<file path="config.mk">
export PLATFORM = sky130hd
export DESIGN_NAME = seu_top
export DESIGN_NICKNAME = d
export VERILOG_FILES = /design/src/inc/seu_pkg.sv /design/src/inc/seu_entry_if.sv /design/src/seu_bank.sv /design/src/seu_prio.sv /design/src/seu_top.sv
export SDC_FILE = /design/constraint.sdc
export NUM_CORES = 1
export LEC_CHECK = 0
export BUFFER_PORTS_ARGS = -buffer_cell sky130_fd_sc_hd__buf_2
export CAP_MARGIN = 20
export CORE_ASPECT_RATIO = 1.2
export CORE_MARGIN = 3
export CORE_UTILIZATION = 50
export DETAILED_ROUTE_END_ITERATION = 16
export GPL_TIMING_DRIVEN = 0
export PLACE_DENSITY = 0.76
export SLEW_MARGIN = 20
export SYNTH_ARGS = -nofsm -noshare
export SYNTH_HDL_FRONTEND = slang
export SYNTH_SLANG_ARGS = --single-unit
</file>
<file path="constraint.sdc">
create_clock -name CLOCK -period 10.5 [get_ports CLOCK]
set_clock_uncertainty 0.1 [all_clocks]
set_input_delay 0.525 -clock CLOCK [delete_from_list [all_inputs] [get_ports CLOCK]]
set_output_delay 0.525 -clock CLOCK [all_outputs]
set_load 0.005 [all_outputs]
</file>
<file path="src/inc/seu_pkg.sv">
// Shared constants and types for the status and exception unit.
package seu_pkg;

  // Mode field encodings.
  localparam logic [4:0] MODE_USER        = 5'h10;
  localparam logic [4:0] MODE_FAST_IRQ    = 5'h11;
  localparam logic [4:0] MODE_NORMAL_IRQ  = 5'h12;
  localparam logic [4:0] MODE_SUPERVISOR  = 5'h13;
  localparam logic [4:0] MODE_ABORT       = 5'h17;
  localparam logic [4:0] MODE_BAD_OPCODE  = 5'h1b;
  localparam logic [4:0] MODE_PRIV_OS     = 5'h1f;

  // Status word field positions.
  localparam int PSW_NEG_BIT   = 31;
  localparam int PSW_ZERO_BIT  = 30;
  localparam int PSW_CARRY_BIT = 29;
  localparam int PSW_OVF_BIT   = 28;
  localparam int PSW_IMASK_BIT = 7;
  localparam int PSW_FMASK_BIT = 6;
  localparam int PSW_STATE_BIT = 5;
  localparam logic [31:0] PSW_WRITABLE = 32'hf00000ff;

  // Value after reset: supervisor mode, both masks set, full state.
  localparam logic [31:0] PSW_RESET = 32'h000000d3;

  // Vector table bases and offsets.
  localparam logic [31:0] VEC_BASE_LOW   = 32'h00000000;
  localparam logic [31:0] VEC_BASE_HIGH  = 32'hffff0000;
  localparam logic [7:0]  VEC_RESET      = 8'h00;
  localparam logic [7:0]  VEC_BAD_OPCODE = 8'h04;
  localparam logic [7:0]  VEC_SW_TRAP    = 8'h08;
  localparam logic [7:0]  VEC_PREFETCH   = 8'h0c;
  localparam logic [7:0]  VEC_DATA_ABORT = 8'h10;
  localparam logic [7:0]  VEC_RESERVED   = 8'h14;
  localparam logic [7:0]  VEC_NORMAL_IRQ = 8'h18;
  localparam logic [7:0]  VEC_FAST_IRQ   = 8'h1c;

  // Register offsets of the plain register port.
  localparam logic [3:0] REG_PSW        = 4'h0;
  localparam logic [3:0] REG_SAVED_PSW  = 4'h1;
  localparam logic [3:0] REG_SAVED_PC   = 4'h2;
  localparam logic [3:0] REG_CONTROL    = 4'h3;
  localparam logic [3:0] REG_VECTOR     = 4'h4;
  localparam logic [3:0] REG_STACK_PTR  = 4'h5;
  localparam logic [3:0] REG_BANK_SEL   = 4'h6;
  localparam logic [3:0] REG_BANK_SP    = 4'h7;
  localparam int         CTRL_HIGH_VEC_BIT = 0;
  localparam logic [31:0] CONTROL_RESET  = 32'h00000000;

  // Number of banked modes and exception sources.
  localparam int NUM_BANKS = 7;
  localparam int NUM_SRC   = 7;

  // Exception source index; one bit per source in a request vector.
  typedef enum logic [2:0]
  {
    SRC_RESET = 3'h0,
    SRC_DATA  = 3'h1,
    SRC_FIQ   = 3'h2,
    SRC_IRQ   = 3'h3,
    SRC_PREF  = 3'h4,
    SRC_BAD   = 3'h5,
    SRC_TRAP  = 3'h6
  } seu_src_t;

  // Entry control state, one-hot.
  typedef enum logic [1:0]
  {
    ST_RUN   = 2'b01,
    ST_ENTER = 2'b10
  } seu_state_t;

endpackage : seu_pkg

</file>
<file path="src/inc/seu_entry_if.sv">
// Entry request bundle from the prioritiser to the main unit.
interface seu_entry_if;
  import seu_pkg::*;
  logic       take;
  logic [4:0] mode;
  logic [7:0] offset;
  logic       set_fmask;
  modport source (output take, output mode, output offset, output set_fmask);
  modport sink   (input take, input mode, input offset, input set_fmask);
endinterface : seu_entry_if

</file>
<file path="src/seu_bank.sv">
// Per-mode banked stack pointers, saved status words and return addresses.
module seu_bank
  import seu_pkg::*;
(
  input  wire logic        clk,
  input  wire logic        rst,
  // Save port, used on exception entry.
  input  wire logic        save,
  input  wire logic [2:0]  save_idx,
  input  wire logic [31:0] save_psw,
  input  wire logic [31:0] save_pc,
  // Stack pointer write port.
  input  wire logic        sp_we,
  input  wire logic [2:0]  sp_idx,
  input  wire logic [31:0] sp_wdata,
  // Read ports.
  input  wire logic [2:0]  rd_idx,
  output logic      [31:0] rd_sp,
  output logic      [31:0] rd_psw,
  output logic      [31:0] rd_pc,
  input  wire logic [2:0]  aux_idx,
  output logic      [31:0] aux_sp
);
  logic [31:0] sp_mem  [NUM_BANKS];
  logic [31:0] psw_mem [NUM_BANKS];
  logic [31:0] pc_mem  [NUM_BANKS];

  // One bank per mode; each entry updates on its own index.
  for (genvar g = 0; g < NUM_BANKS; g++)
  begin : g_bank
    always_ff @(posedge clk)
    begin
      if (rst)
      begin
        sp_mem[g]  <= '0;
        psw_mem[g] <= '0;
        pc_mem[g]  <= '0;
      end
      else
      begin
        if (sp_we && sp_idx == 3'(g))
          sp_mem[g] <= sp_wdata;
        if (save && save_idx == 3'(g))
        begin
          psw_mem[g] <= save_psw;
          pc_mem[g]  <= save_pc;
        end
      end
    end
  end

  // Out-of-range indices read as zero.
  always_comb
  begin
    rd_sp  = (rd_idx  < 3'(NUM_BANKS)) ? sp_mem[rd_idx]  : '0;
    rd_psw = (rd_idx  < 3'(NUM_BANKS)) ? psw_mem[rd_idx] : '0;
    rd_pc  = (rd_idx  < 3'(NUM_BANKS)) ? pc_mem[rd_idx]  : '0;
    aux_sp = (aux_idx < 3'(NUM_BANKS)) ? sp_mem[aux_idx] : '0;
  end
endmodule : seu_bank

</file>
<file path="src/seu_prio.sv">
// Fixed-priority selector of pending exceptions.
module seu_prio
  import seu_pkg::*;
(
  // Pending sources, indexed by seu_src_t.
  input  wire logic [NUM_SRC-1:0] pend,
  // Chosen entry.
  seu_entry_if.source             ent
);
  // Lowest index wins; the trap and bad opcode cannot both be pending.
  always_comb
  begin
    ent.take      = |pend;
    ent.mode      = MODE_SUPERVISOR;
    ent.offset    = VEC_RESET;
    ent.set_fmask = 1'b0;
    if (pend[SRC_RESET])
    begin
      ent.set_fmask = 1'b1;
    end
    else if (pend[SRC_DATA])
    begin
      ent.mode   = MODE_ABORT;
      ent.offset = VEC_DATA_ABORT;
    end
    else if (pend[SRC_FIQ])
    begin
      ent.mode      = MODE_FAST_IRQ;
      ent.offset    = VEC_FAST_IRQ;
      ent.set_fmask = 1'b1;
    end
    else if (pend[SRC_IRQ])
    begin
      ent.mode   = MODE_NORMAL_IRQ;
      ent.offset = VEC_NORMAL_IRQ;
    end
    else if (pend[SRC_PREF])
    begin
      ent.mode   = MODE_ABORT;
      ent.offset = VEC_PREFETCH;
    end
    else if (pend[SRC_BAD])
    begin
      ent.mode   = MODE_BAD_OPCODE;
      ent.offset = VEC_BAD_OPCODE;
    end
    else if (pend[SRC_TRAP])
    begin
      ent.offset = VEC_SW_TRAP;
    end
  end
endmodule : seu_prio

</file>
<file path="src/seu_top.sv">
// Status word and exception entry unit of the processor core.
// Functional notes
// - Mode codes for user, fast, normal interrupt
// - Mode codes for supervisor and abort
// - Mode codes for bad opcode, privileged OS
// - Bit 7 masks normal interrupts
// - Bit 6 masks fast interrupts
// - Bit 5 selects compact instruction state
// - Bits 27:8 reserved, flags in 31:28
// - Flags follow latest arithmetic result
// - Fixed exception priority order
// - High vector select picks table base
// - Reset: offset 0, supervisor, both masks
// - Bad opcode: 04h, its mode, normal mask
// - Software trap: 08h, supervisor, normal mask
// - Aborts: 0Ch prefetch, 10h data
// - Offset 14h never used
// - Normal interrupt: 18h, its mode, mask
// - Fast interrupt: 1Ch, both masks set
// - Privileged modes entered only from privileged
// - Banked stack pointer per mode; here user and privileged OS share one bank
// - Branch exchange switches instruction state
// - Memory aborts raise prefetch or data abort
//
// The implementer's own choices: the address-and-strobe port and the register addresses.
module seu_top
  import seu_pkg::*;
(
  // Clock and reset.
  input  wire logic        CLOCK,
  input  wire logic        RST,
  // Register port.
  input  wire logic [3:0]  ADDR,
  input  wire logic [31:0] WDATA,
  input  wire logic        WR,
  input  wire logic        RD,
  output logic      [31:0] RDATA,
  // Exception sources.
  input  wire logic        NORMAL_IRQ,
  input  wire logic        FAST_IRQ,
  input  wire logic        PREFETCH_ABORT,
  input  wire logic        DATA_ABORT,
  input  wire logic        SOFTWARE_TRAP,
  input  wire logic        BAD_OPCODE,
  input  wire logic [31:0] RETURN_PC,
  // Core execution inputs.
  input  wire logic        ALU_UPDATE,
  input  wire logic [3:0]  ALU_FLAGS,
  input  wire logic        BRANCH_EXCHANGE,
  input  wire logic        BRANCH_TARGET_LSB,
  // Exception entry outputs.
  output logic             ENTRY,
  output logic      [31:0] VECTOR_ADDR,
  output logic      [31:0] PROGRAM_STATUS_WORD,
  output logic      [31:0] STACK_POINTER,
  output logic             MODE_DENIED
);
  import seu_pkg::*;

  // Whole state of the unit.
  // Everything that the unit remembers outside the banks lives in this one
  // structure. The combinational block below builds the next copy from the
  // current one, and a single clocked block registers it. Keeping all state
  // in one place makes the reset values easy to audit and guarantees that
  // every register runs on every clock edge without a separate enable.
  // The two interrupt lines arrive from another timing domain, so their
  // metastability and synchroniser stages are part of the same structure.
  // The status word holds flags in the top nibble, reserved zeros in the
  // middle and the control byte at the bottom; reserved bits are masked on
  // every software write so they can never be set.
  typedef struct packed
  {
    seu_state_t  state;
    logic [31:0] psw;
    logic [31:0] control;
    logic [31:0] vector;
    logic [2:0]  bank_sel;
    logic [31:0] rdata;
    logic        entry;
    logic        denied;
    logic [1:0]  irq_sync;
    logic [1:0]  fiq_sync;
    logic        irq_meta;
    logic        fiq_meta;
  } seu_regs_t;

  seu_regs_t r;
  seu_regs_t next_r;

  // The prioritiser hands its choice over in one bundle, so the mode, the
  // vector offset and the fast mask decision always travel together and can
  // never be taken from two different sources in one cycle.
  seu_entry_if ent ();

  logic [NUM_SRC-1:0] pend;
  logic [2:0]         cur_idx;
  logic [2:0]         ent_idx;
  logic [31:0]        cur_sp;
  logic [31:0]        cur_spsr;
  logic [31:0]        cur_spc;
  logic [31:0]        aux_sp;
  logic               sp_we;
  logic [2:0]         sp_idx;

  // Map a mode code to its bank; user and privileged OS share one bank.
  // Sharing is deliberate: the privileged OS mode runs on the user stack so
  // that an operating system can inspect user context without copying it.
  // Codes that name no mode fall into the user bank as well; software that
  // writes such a code gets a consistent, if unhelpful, stack pointer rather
  // than an unknown one.
  function automatic logic [2:0] bank_of(input logic [4:0] m);
    case (m)
      MODE_FAST_IRQ:   bank_of = 3'h1;
      MODE_NORMAL_IRQ: bank_of = 3'h2;
      MODE_SUPERVISOR: bank_of = 3'h3;
      MODE_ABORT:      bank_of = 3'h4;
      MODE_BAD_OPCODE: bank_of = 3'h5;
      default:         bank_of = 3'h0;
    endcase
  endfunction : bank_of

  // Any mode other than user counts as privileged.
  // This one test gates every software write of the mode field and the masks, so user
  // code cannot raise its own privilege or hide interrupts from the system.
  function automatic logic is_priv(input logic [4:0] m);
    is_priv = (m != MODE_USER);
  endfunction : is_priv

  // Pending sources; interrupts pass a three-stage synchroniser first.
  // Aborts, traps and bad opcodes come from logic on this clock and are used
  // as they stand. Interrupts are masked after synchronisation, so a mask
  // change takes effect on the very next edge regardless of line history.
  // A trap is dropped while a bad opcode is present: the trap has the lowest
  // priority, the bad opcode ranking just above the trap, and an instruction that cannot be decoded cannot be a trap.
  // The cost of the interrupt synchroniser is three cycles of added latency.
  always_comb
  begin
    pend           = '0;
    pend[SRC_DATA] = DATA_ABORT;
    pend[SRC_FIQ]  = r.fiq_sync[1] && !r.psw[PSW_FMASK_BIT];
    pend[SRC_IRQ]  = r.irq_sync[1] && !r.psw[PSW_IMASK_BIT];
    pend[SRC_PREF] = PREFETCH_ABORT;
    pend[SRC_BAD]  = BAD_OPCODE;
    pend[SRC_TRAP] = SOFTWARE_TRAP && !BAD_OPCODE;
  end

  seu_prio u_prio
  (
    .pend (pend),
    .ent  (ent)
  );

  assign cur_idx = bank_of(r.psw[4:0]);
  assign ent_idx = bank_of(ent.mode);
  assign sp_we   = WR && (ADDR == REG_STACK_PTR || ADDR == REG_BANK_SP);
  assign sp_idx  = (ADDR == REG_BANK_SP) ? r.bank_sel : cur_idx;

  // Banked storage; the entered mode's copies hold the prior context.
  // The save happens on the take edge only, never during the rest cycle, so
  // a source that is still held high cannot overwrite the saved context with
  // the status word of the handler. Software reaches the current bank through
  // the stack pointer index and any bank through the bank select index.
  // A software stack write in the same cycle as an entry goes to the bank of
  // the mode that was current before the entry.
  seu_bank u_bank
  (
    .clk      (CLOCK),
    .rst      (RST),
    .save     (ent.take && r.state == ST_RUN),
    .save_idx (ent_idx),
    .save_psw (r.psw),
    .save_pc  (RETURN_PC),
    .sp_we    (sp_we),
    .sp_idx   (sp_idx),
    .sp_wdata (WDATA),
    .rd_idx   (cur_idx),
    .rd_sp    (cur_sp),
    .rd_psw   (cur_spsr),
    .rd_pc    (cur_spc),
    .aux_idx  (r.bank_sel),
    .aux_sp   (aux_sp)
  );

  // Next-state logic. Entry takes precedence over software writes, so a
  // status write in the same cycle as an exception loses its mode field, state bit and normal mask on purpose.
  always_comb
  begin
    next_r          = r;
    next_r.irq_meta = NORMAL_IRQ;
    next_r.fiq_meta = FAST_IRQ;
    next_r.irq_sync = {r.irq_sync[0], r.irq_meta};
    next_r.fiq_sync = {r.fiq_sync[0], r.fiq_meta};
    next_r.entry    = 1'b0;
    next_r.denied   = 1'b0;
    next_r.rdata    = '0;

    // Read data stands in the cycle after the strobe only.
    // Returning zero outside that cycle lets several units share one return
    // path by a plain OR, at the price of one register stage of latency.
    // Reads have no side effects, so a read of any index is always safe.
    if (RD)
    begin
      case (ADDR)
        REG_PSW:       next_r.rdata = r.psw;
        REG_SAVED_PSW: next_r.rdata = cur_spsr;
        REG_SAVED_PC:  next_r.rdata = cur_spc;
        REG_CONTROL:   next_r.rdata = r.control;
        REG_VECTOR:    next_r.rdata = r.vector;
        REG_STACK_PTR: next_r.rdata = cur_sp;
        REG_BANK_SEL:  next_r.rdata = {29'h0, r.bank_sel};
        REG_BANK_SP:   next_r.rdata = aux_sp;
        default:       next_r.rdata = '0;
      endcase
    end

    // Flags follow the latest arithmetic result.
    // A status word write later in this block overrides the ALU, because the
    // write is the newer intent of software; the two should not collide in a
    // real instruction stream, and this order keeps the outcome defined.
    if (ALU_UPDATE)
      next_r.psw[PSW_NEG_BIT:PSW_OVF_BIT] = ALU_FLAGS;

    // Branch exchange sets the state bit from the target's low bit.
    if (BRANCH_EXCHANGE)
      next_r.psw[PSW_STATE_BIT] = BRANCH_TARGET_LSB;

    if (WR)
    begin
      case (ADDR)
        REG_PSW:
        begin
          // Only privileged code may change the mode field or masks.
          if (is_priv(r.psw[4:0]))
            next_r.psw = WDATA & PSW_WRITABLE;
          else
          begin
            next_r.psw[PSW_NEG_BIT:PSW_OVF_BIT] = WDATA[PSW_NEG_BIT:PSW_OVF_BIT];
            next_r.denied = (WDATA[7:0] != r.psw[7:0]);
          end
        end
        REG_CONTROL:  next_r.control = {31'h0, WDATA[CTRL_HIGH_VEC_BIT]};
        REG_BANK_SEL: next_r.bank_sel = WDATA[2:0];
        default:      next_r.control = r.control;
      endcase
    end

    case (r.state)
      ST_RUN:
      begin
        if (ent.take)
        begin
          // Vector is base plus offset; offset 14h has no source.
          // The high base is honoured although the system has no memory
          // there; keeping the select cleared is a duty of software.
          // Entry always returns to the full instruction state, so every
          // handler starts with the wide instruction set whatever ran before.
          // The fast mask is set only for reset and fast interrupts; every
          // other source leaves it as software last placed it.
          next_r.vector = (r.control[CTRL_HIGH_VEC_BIT] ? VEC_BASE_HIGH : VEC_BASE_LOW)
                          | {24'h0, ent.offset};
          next_r.psw[4:0]           = ent.mode;
          next_r.psw[PSW_IMASK_BIT] = 1'b1;
          if (ent.set_fmask)
            next_r.psw[PSW_FMASK_BIT] = 1'b1;
          next_r.psw[PSW_STATE_BIT] = 1'b0;
          next_r.entry = 1'b1;
          next_r.state = ST_ENTER;
        end
      end
      ST_ENTER:
      begin
        // One cycle of rest lets the sources drop before the next entry.
        next_r.state = ST_RUN;
      end
      default:
      begin
        next_r.state = ST_RUN;
      end
    endcase
  end

  // State register; reset is the highest-priority entry.
  // Reset loads supervisor mode with both masks set and points the vector at
  // the bottom of the low table. It does not pulse the entry output: the
  // core fetches from the reset vector by itself when reset is released.
  // The reset branch assigns only constants, so no stale input can leak in.
  always_ff @(posedge CLOCK)
  begin
    if (RST)
    begin
      r          <= '0;
      r.state    <= ST_RUN;
      r.psw      <= PSW_RESET;
      r.control  <= CONTROL_RESET;
      r.vector   <= VEC_BASE_LOW | {24'h0, VEC_RESET};
    end
    else
    begin
      r <= next_r;
    end
  end

  // Outputs.
  // All outputs but the stack pointer come straight from registers. The
  // stack pointer is a read of the bank selected by the current mode, so it
  // follows a mode change in the same cycle as the status word does.
  // The denied pulse tells the core that a user-mode write tried to change
  // the control byte; the flags of that write are still taken.
  assign RDATA               = r.rdata;
  assign ENTRY               = r.entry;
  assign VECTOR_ADDR         = r.vector;
  assign PROGRAM_STATUS_WORD = r.psw;
  assign STACK_POINTER       = cur_sp;
  assign MODE_DENIED         = r.denied;
endmodule : seu_top
</file>
Yosys cells after proc, flatten, opt, wreduce, memory -nomap -nowiden
Memories as Yosys holds them, arrays and structs flattened. A register that Yosys moved wholly into a read port is not among the register bits.
Cells that the tools add are included.
- flip-flop bits (word level): 90
- input bits: 85
- output and inout bits: 130
- memory bits (writable): 532
- memory bits (read-only): 0
- bits in latches: 0
- memories kept: 3
- logic and storage cells: 207
- $lt $le $gt $ge: 2
- equality and inequality tests: 32
- divide/modulo/power cells: 0
- reduce and logical (&&, ||, !) cells: 33
- shifts and indexed selects: 0
- bitwise logic cells: 26
- multiplexer cells: 99
- multipliers: 0
- add/subtract/negate cells: 0
- memories (memory ; depth ; bits a word ; rd ports ; clocked after memory_dff ; write ports ; RTL line ; source):
    u_bank.pc_mem ; 7 ; 32 ; 1 ; 0 ; 7 ; seu_bank.sv:26 ; logic [31:0] pc_mem [NUM_BANKS];
    u_bank.sp_mem ; 7 ; 32 ; 2 ; 1 ; 7 ; seu_bank.sv:24 ; logic [31:0] sp_mem [NUM_BANKS];
    u_bank.psw_mem ; 7 ; 12 ; 1 ; 0 ; 7 ; seu_bank.sv:25 ; logic [31:0] psw_mem [NUM_BANKS];
- operator list (cell ; number):
    2-to-1 mux 32 bit ; 20
    one-hot mux 32 bit (8 select lines) ; 1
    2-to-1 mux 12 bit ; 7
    2-to-1 mux 64 bit ; 1
    2-to-1 mux 8 bit ; 8
    equality test 5 bit (second input constant) ; 10
    2-to-1 mux 1 bit ; 50
    OR 32 x 8 -> 32 bit ; 1
    one-hot mux 3 bit (5 select lines) ; 2
    OR 1 bit ; 21
    2-to-1 mux 5 bit ; 4
    logical AND 1 bit ; 19
    equality test 3 bit (second input constant) ; 6
    equality test 4 x 3 -> 1 bit (second input constant) ; 4
    equality test 3 x 2 -> 1 bit (second input constant) ; 4
    2-to-1 mux 4 bit ; 3
    2-to-1 mux 3 bit ; 3
    equality test 4 x 2 -> 1 bit (second input constant) ; 2
    inequality test 8 bit ; 1
    equality test 3 x 1 -> 1 bit (second input constant) ; 2
    logical NOT 3 bit ; 2
    less-than comparator 3 bit (second input constant) ; 2
    AND reduction 2 bit ; 3
    OR reduction 6 bit ; 1
    9 further kinds ; 15

Logic depth before layout (Yosys ltp)
- depth after elaboration: 13
- depth in mapped cells: 11

Modules after synthesis
Synthesis repeated with hierarchy kept, for this count alone.
- cells, all modules: 2928
- area, all modules: 36834.1 um2
- by module, submodules not included (module ; sequential area each (um2) ; cells each ; times used ; area each (um2)):
    seu_bank ; 20179.4 ; 2406 ; 1 ; 32421.1
    seu_top ; 1341.3 ; 497 ; 1 ; 4259.1
    seu_prio ; 0.0 ; 25 ; 1 ; 153.9

Worst setup path before layout
OpenSTA, ideal clock, no wires.
- path type: input-to-reg
- start point: in DATA_ABORT
- end point: mem u_bank.pc_mem[3][0], enable pin
- arrival: 4.477 ns
- setup time: 0.507 ns
- path slack: 5.416 ns
- stages: 3
- buffers on the path: 1
- data required time: 9.893 ns
- cells stage by stage: clkbuf_1 > or4_1 > o21ai_0
- RTL lines (what ; RTL line ; source):
    start: declaration ; seu_top.sv:42 ; input wire logic DATA_ABORT,
    end: declaration ; seu_bank.sv:26 ;

Worst setup path in the final report
- start point: reg r, in the netlist PROGRAM_STATUS_WORD[3]
- end point: out STACK_POINTER[20]
- longest elaborated chain between the ends: 4
- elaborated cells on any way between the ends: 9
- ends and longest elaborated chain (what ; RTL line ; source):
    start: declaration ; seu_top.sv:87 ; seu_regs_t r;
    start signal: assignment ; seu_top.sv:299 ; r <= next_r;
    equality test 5 bit ; seu_top.sv:112 ; case (m)
    one-hot mux 3 bit (5 select lines) (*) ; seu_top.sv:112 ;
    memory read (7 x 32 bit) or less-than comparator 3 bit (tied branches) ; n/a ;
    2-to-1 mux 32 bit (*) ; seu_bank.sv:55 ; rd_sp = (rd_idx < 3'(NUM_BANKS)) ? sp_mem[rd_idx] : '0;
    end: declaration ; seu_top.sv:55 ; output logic [31:0] STACK_POINTER,
Mark *: on every way between the ends. The rest lies on a longest branch, timed or not.

==> results.txt <==
Non-Filler Instances = 3446
Layout cells sized above 1 = 21.4%
Area contributors post-synth = edfxtp_1 53%, and2_1 8.7%, dfxtp_1 4.7%
Tmin final = 4.74 ns
Sink Count = 554
Final setup vio count = 0
Power share of the clock group = 36.4%
Height of the die = 263 um
Top-area cell type share of the netlist area = 53.2%
Distinct cells, synth = 88
Arrival time of the worst setup path = 4.11 ns
Most frequent cell after synthesis = edfxtp_1
R2R cell count = 8
Type of the tightest min-delay check = in2reg
Slew Limit Headroom = 10.5%
Site Rows = 93
DP HPWL = 77300 um
Die X = 221 um
Fin crit share = 45.1%
Initial core utilization = 51.0%
Grt total ovfl = 0
Dominant cell type by area after synthesis = edfxtp_1
Area growth, synth to finish = 16.3%
Clk Latency, worst-skew pair = 0.65 ns
Unrepaired setup endpoints after global routing = false
GP Congestion = 1.00
Leak = 12.7 nW
Number of synthesized flops with an enable pin = 489
Start point of the critical path = PROGRAM_STATUS_WORD[3]
Core Util, Final = 59.4%
Seq/Total Area, Yosys = 57.9%
Asr flop ratio synth = 0%
P_sw = 1.57 mW
Filler cells = 4363
Worst-Margin Slew = 1.34 ns
Synth Instances = 2345
Outcome = completed
Synth Area per Inst = 11.8 sq um
Design Power = 5.44 mW
RR Startpoint = PROGRAM_STATUS_WORD[3]
Maximum VDD drop = 0.132 mV
Max Used Layer = met5
Hold Startpoint = FAST_IRQ
Final setup TNS = 0 ns
Final Hold Vio Count = 0
Routed wl met2 = 49600 um
Largest net degree at the start of global routing = 45
Antenna violations before repair = 10
Metal3 WL = 15600 um
Clock-pin slew on the worst setup and hold paths = 0.06 ns
Dpl cells = 3335
Drt first pass iters = 6
Hold Path Depth = 2
Ports = 215
Total number of vias = 22300
Vias per cell = 6.48
Synth Warn # = 0
Critical path peak fanout = 10
Post-CTS setup repair buffer count = 0
Global-route usage over all layers = 37.4%
Core box area = 0.0541 sq mm
Commonest cells in the synthesized netlist = 489 x edfxtp_1, 385 x and2_1, 205 x nand2_1, 127 x mux2i_1, 123 x buf_4
Sw frac = 28.8%
Top FF cell, synth = edfxtp_1
First-pass GRT wire length = 153000 um
Synthesized area = 0.0276 sq mm
Crit. End Element = output pin
Fmax = 211 MHz
Vias in the first global route = 21400
Final Max Slew Viols = 0
DR WL/cell = 32.2 um
Drt initial violations = 4035
CTS Buf Count = 55
Comb power frac = 16.6%
Startpoint Class = flop
DRT Wirelength = 111000 um
Required time of the critical path = 9.88 ns
Port bufs = 177
M1 wire length = 36300 um
CTS Root Cell = clkbuf_16
CTS resizes = 0
DR DRC count = 0
Seq cells post-synth = 554
ANT nets after route = 0
Internal = 3.87 mW
CP Class = reg2out
Nets = 2768
Max_cap viols = 0
CTS H-Tree Depth = 2
CTS tree = built
Max Buffers Root-to-Sink = 3
Pwr Density = 169 mW/mm^2
Sequential share of power = 47.0%
Die area = 0.0581 sq mm
[flip-flops by register name, indices dropped and copies added (netlist names), named ones only]
signal,count
ENTRY,1
MODE_DENIED,1
PROGRAM_STATUS_WORD,12
RDATA,32
VECTOR_ADDR,4
next_r,4
r,8
u_bank.pc_mem,193
u_bank.psw_mem,72
u_bank.sp_mem,224
[kinds of logic (layout without fill, tap and decap cells)]
logic type	Yosys count	after routing	share of synthesized area [%]
AND/OR/NAND/NOR	858	858	17.1
flip-flops	554	554	57.9
AO/OA/AOI/OAI	450	450	10.7
buffers and inverters	297	603	6.12
multiplexers	176	176	7.95
XOR/XNOR	9	9	0.285
other	1	84	0.0136
[cell usage in the layout (no fill, tap or decap), drive strengths merged, types with 12 or more instances in the layout]
master	synthesis	final
and2	385	385
o211ai	13	13
edfxtp	489	489
mux2	16	16
nor3	36	36
nor2	75	75
dfxtp	65	65
clkinv	1	13
o221ai	20	20
a221oi	23	23
nor2b	17	17
and3	47	47
nand2	206	206
nand3	33	33
a21oi	106	106
a31oi	36	36
inv	21	25
mux4	32	32
clkbuf	84	171
a22oi	12	12
mux2i	128	128
conb	1	80
o21ai	129	129
o22ai	18	18
buf	191	392
[through the flow]
step / hold slack (ns) / worst slack (ns) / cell area [sq um]
6_report: 0.0184 / 5.76 / 32100
5_1_grt: 0.0216 / 5.90 / 32100
3_5_place_dp: 0.329 / 6.17 / 30300
4_1_cts: 0.0112 / 6.00 / 32100
3_3_place_gp: 0.318 / 2.37 / 29700
2_1_floorplan: 0.314 / 5.42 / 27900
[routing by layer]
metal / vias up / GRT usage, %
li1: 9094 / -
met4: 16 / 26.1
met2: 2007 / 56.9
met1: 10700 / 45.1
met5: - / 0
met3: 561 / 11.9
[power by group through the flow]
stage                     Combinational, mW  Clock [mW]  Sequential, mW
after floorplan                       0.428           0            2.59
after global placement                0.809           0            2.61
after detailed placement              0.852           0            2.60
after CTS                             0.856        1.96            2.55
after global routing                  0.914        2.05            2.56
final                                 0.903        1.98            2.56
[final timing paths]
kind / to / slack (ns)
setup / recovery: STACK_POINTER[20] / 5.76
hold / removal: next_r[2] / 0.02
setup reg to reg: u_bank.sp_mem[1][9] / 5.97
hold reg to reg: r[5] / 0.34
[area by class of cell]
| class | count | area, sq um | area share (%) |
|---|---|---|---|
| tap | 712 | 891 | 2.77 |
| sequential | 554 | 16000 | 49.8 |
| clock buffer | 87 | 1640 | 5.11 |
| buffer | 275 | 1610 | 5.02 |
| multi-input combinational | 1573 | 10400 | 32.3 |
| timing repair buffer | 202 | 1390 | 4.34 |
| inverter | 22 | 82.6 | 0.257 |
| clock inverter | 17 | 136 | 0.425 |
| antenna | 4 | 10.0 | 0.0312 |
[critical path, stage by stage (launching register included)]
cell       delay, ns
dfxtp_1         0.47
buf_4           0.24
nand4bb_1       0.13
buf_2           0.42
buf_2           0.57
clkbuf_1        0.88
a21oi_1         0.16
a21oi_1         0.40
buf_2           0.20
[repair_timing]
item,CTS,global route
setup endpoints to repair,0,0
hold buffers,1,0
endpoints found under the hold margin,1,0
(Power assumes the default switching activity.)
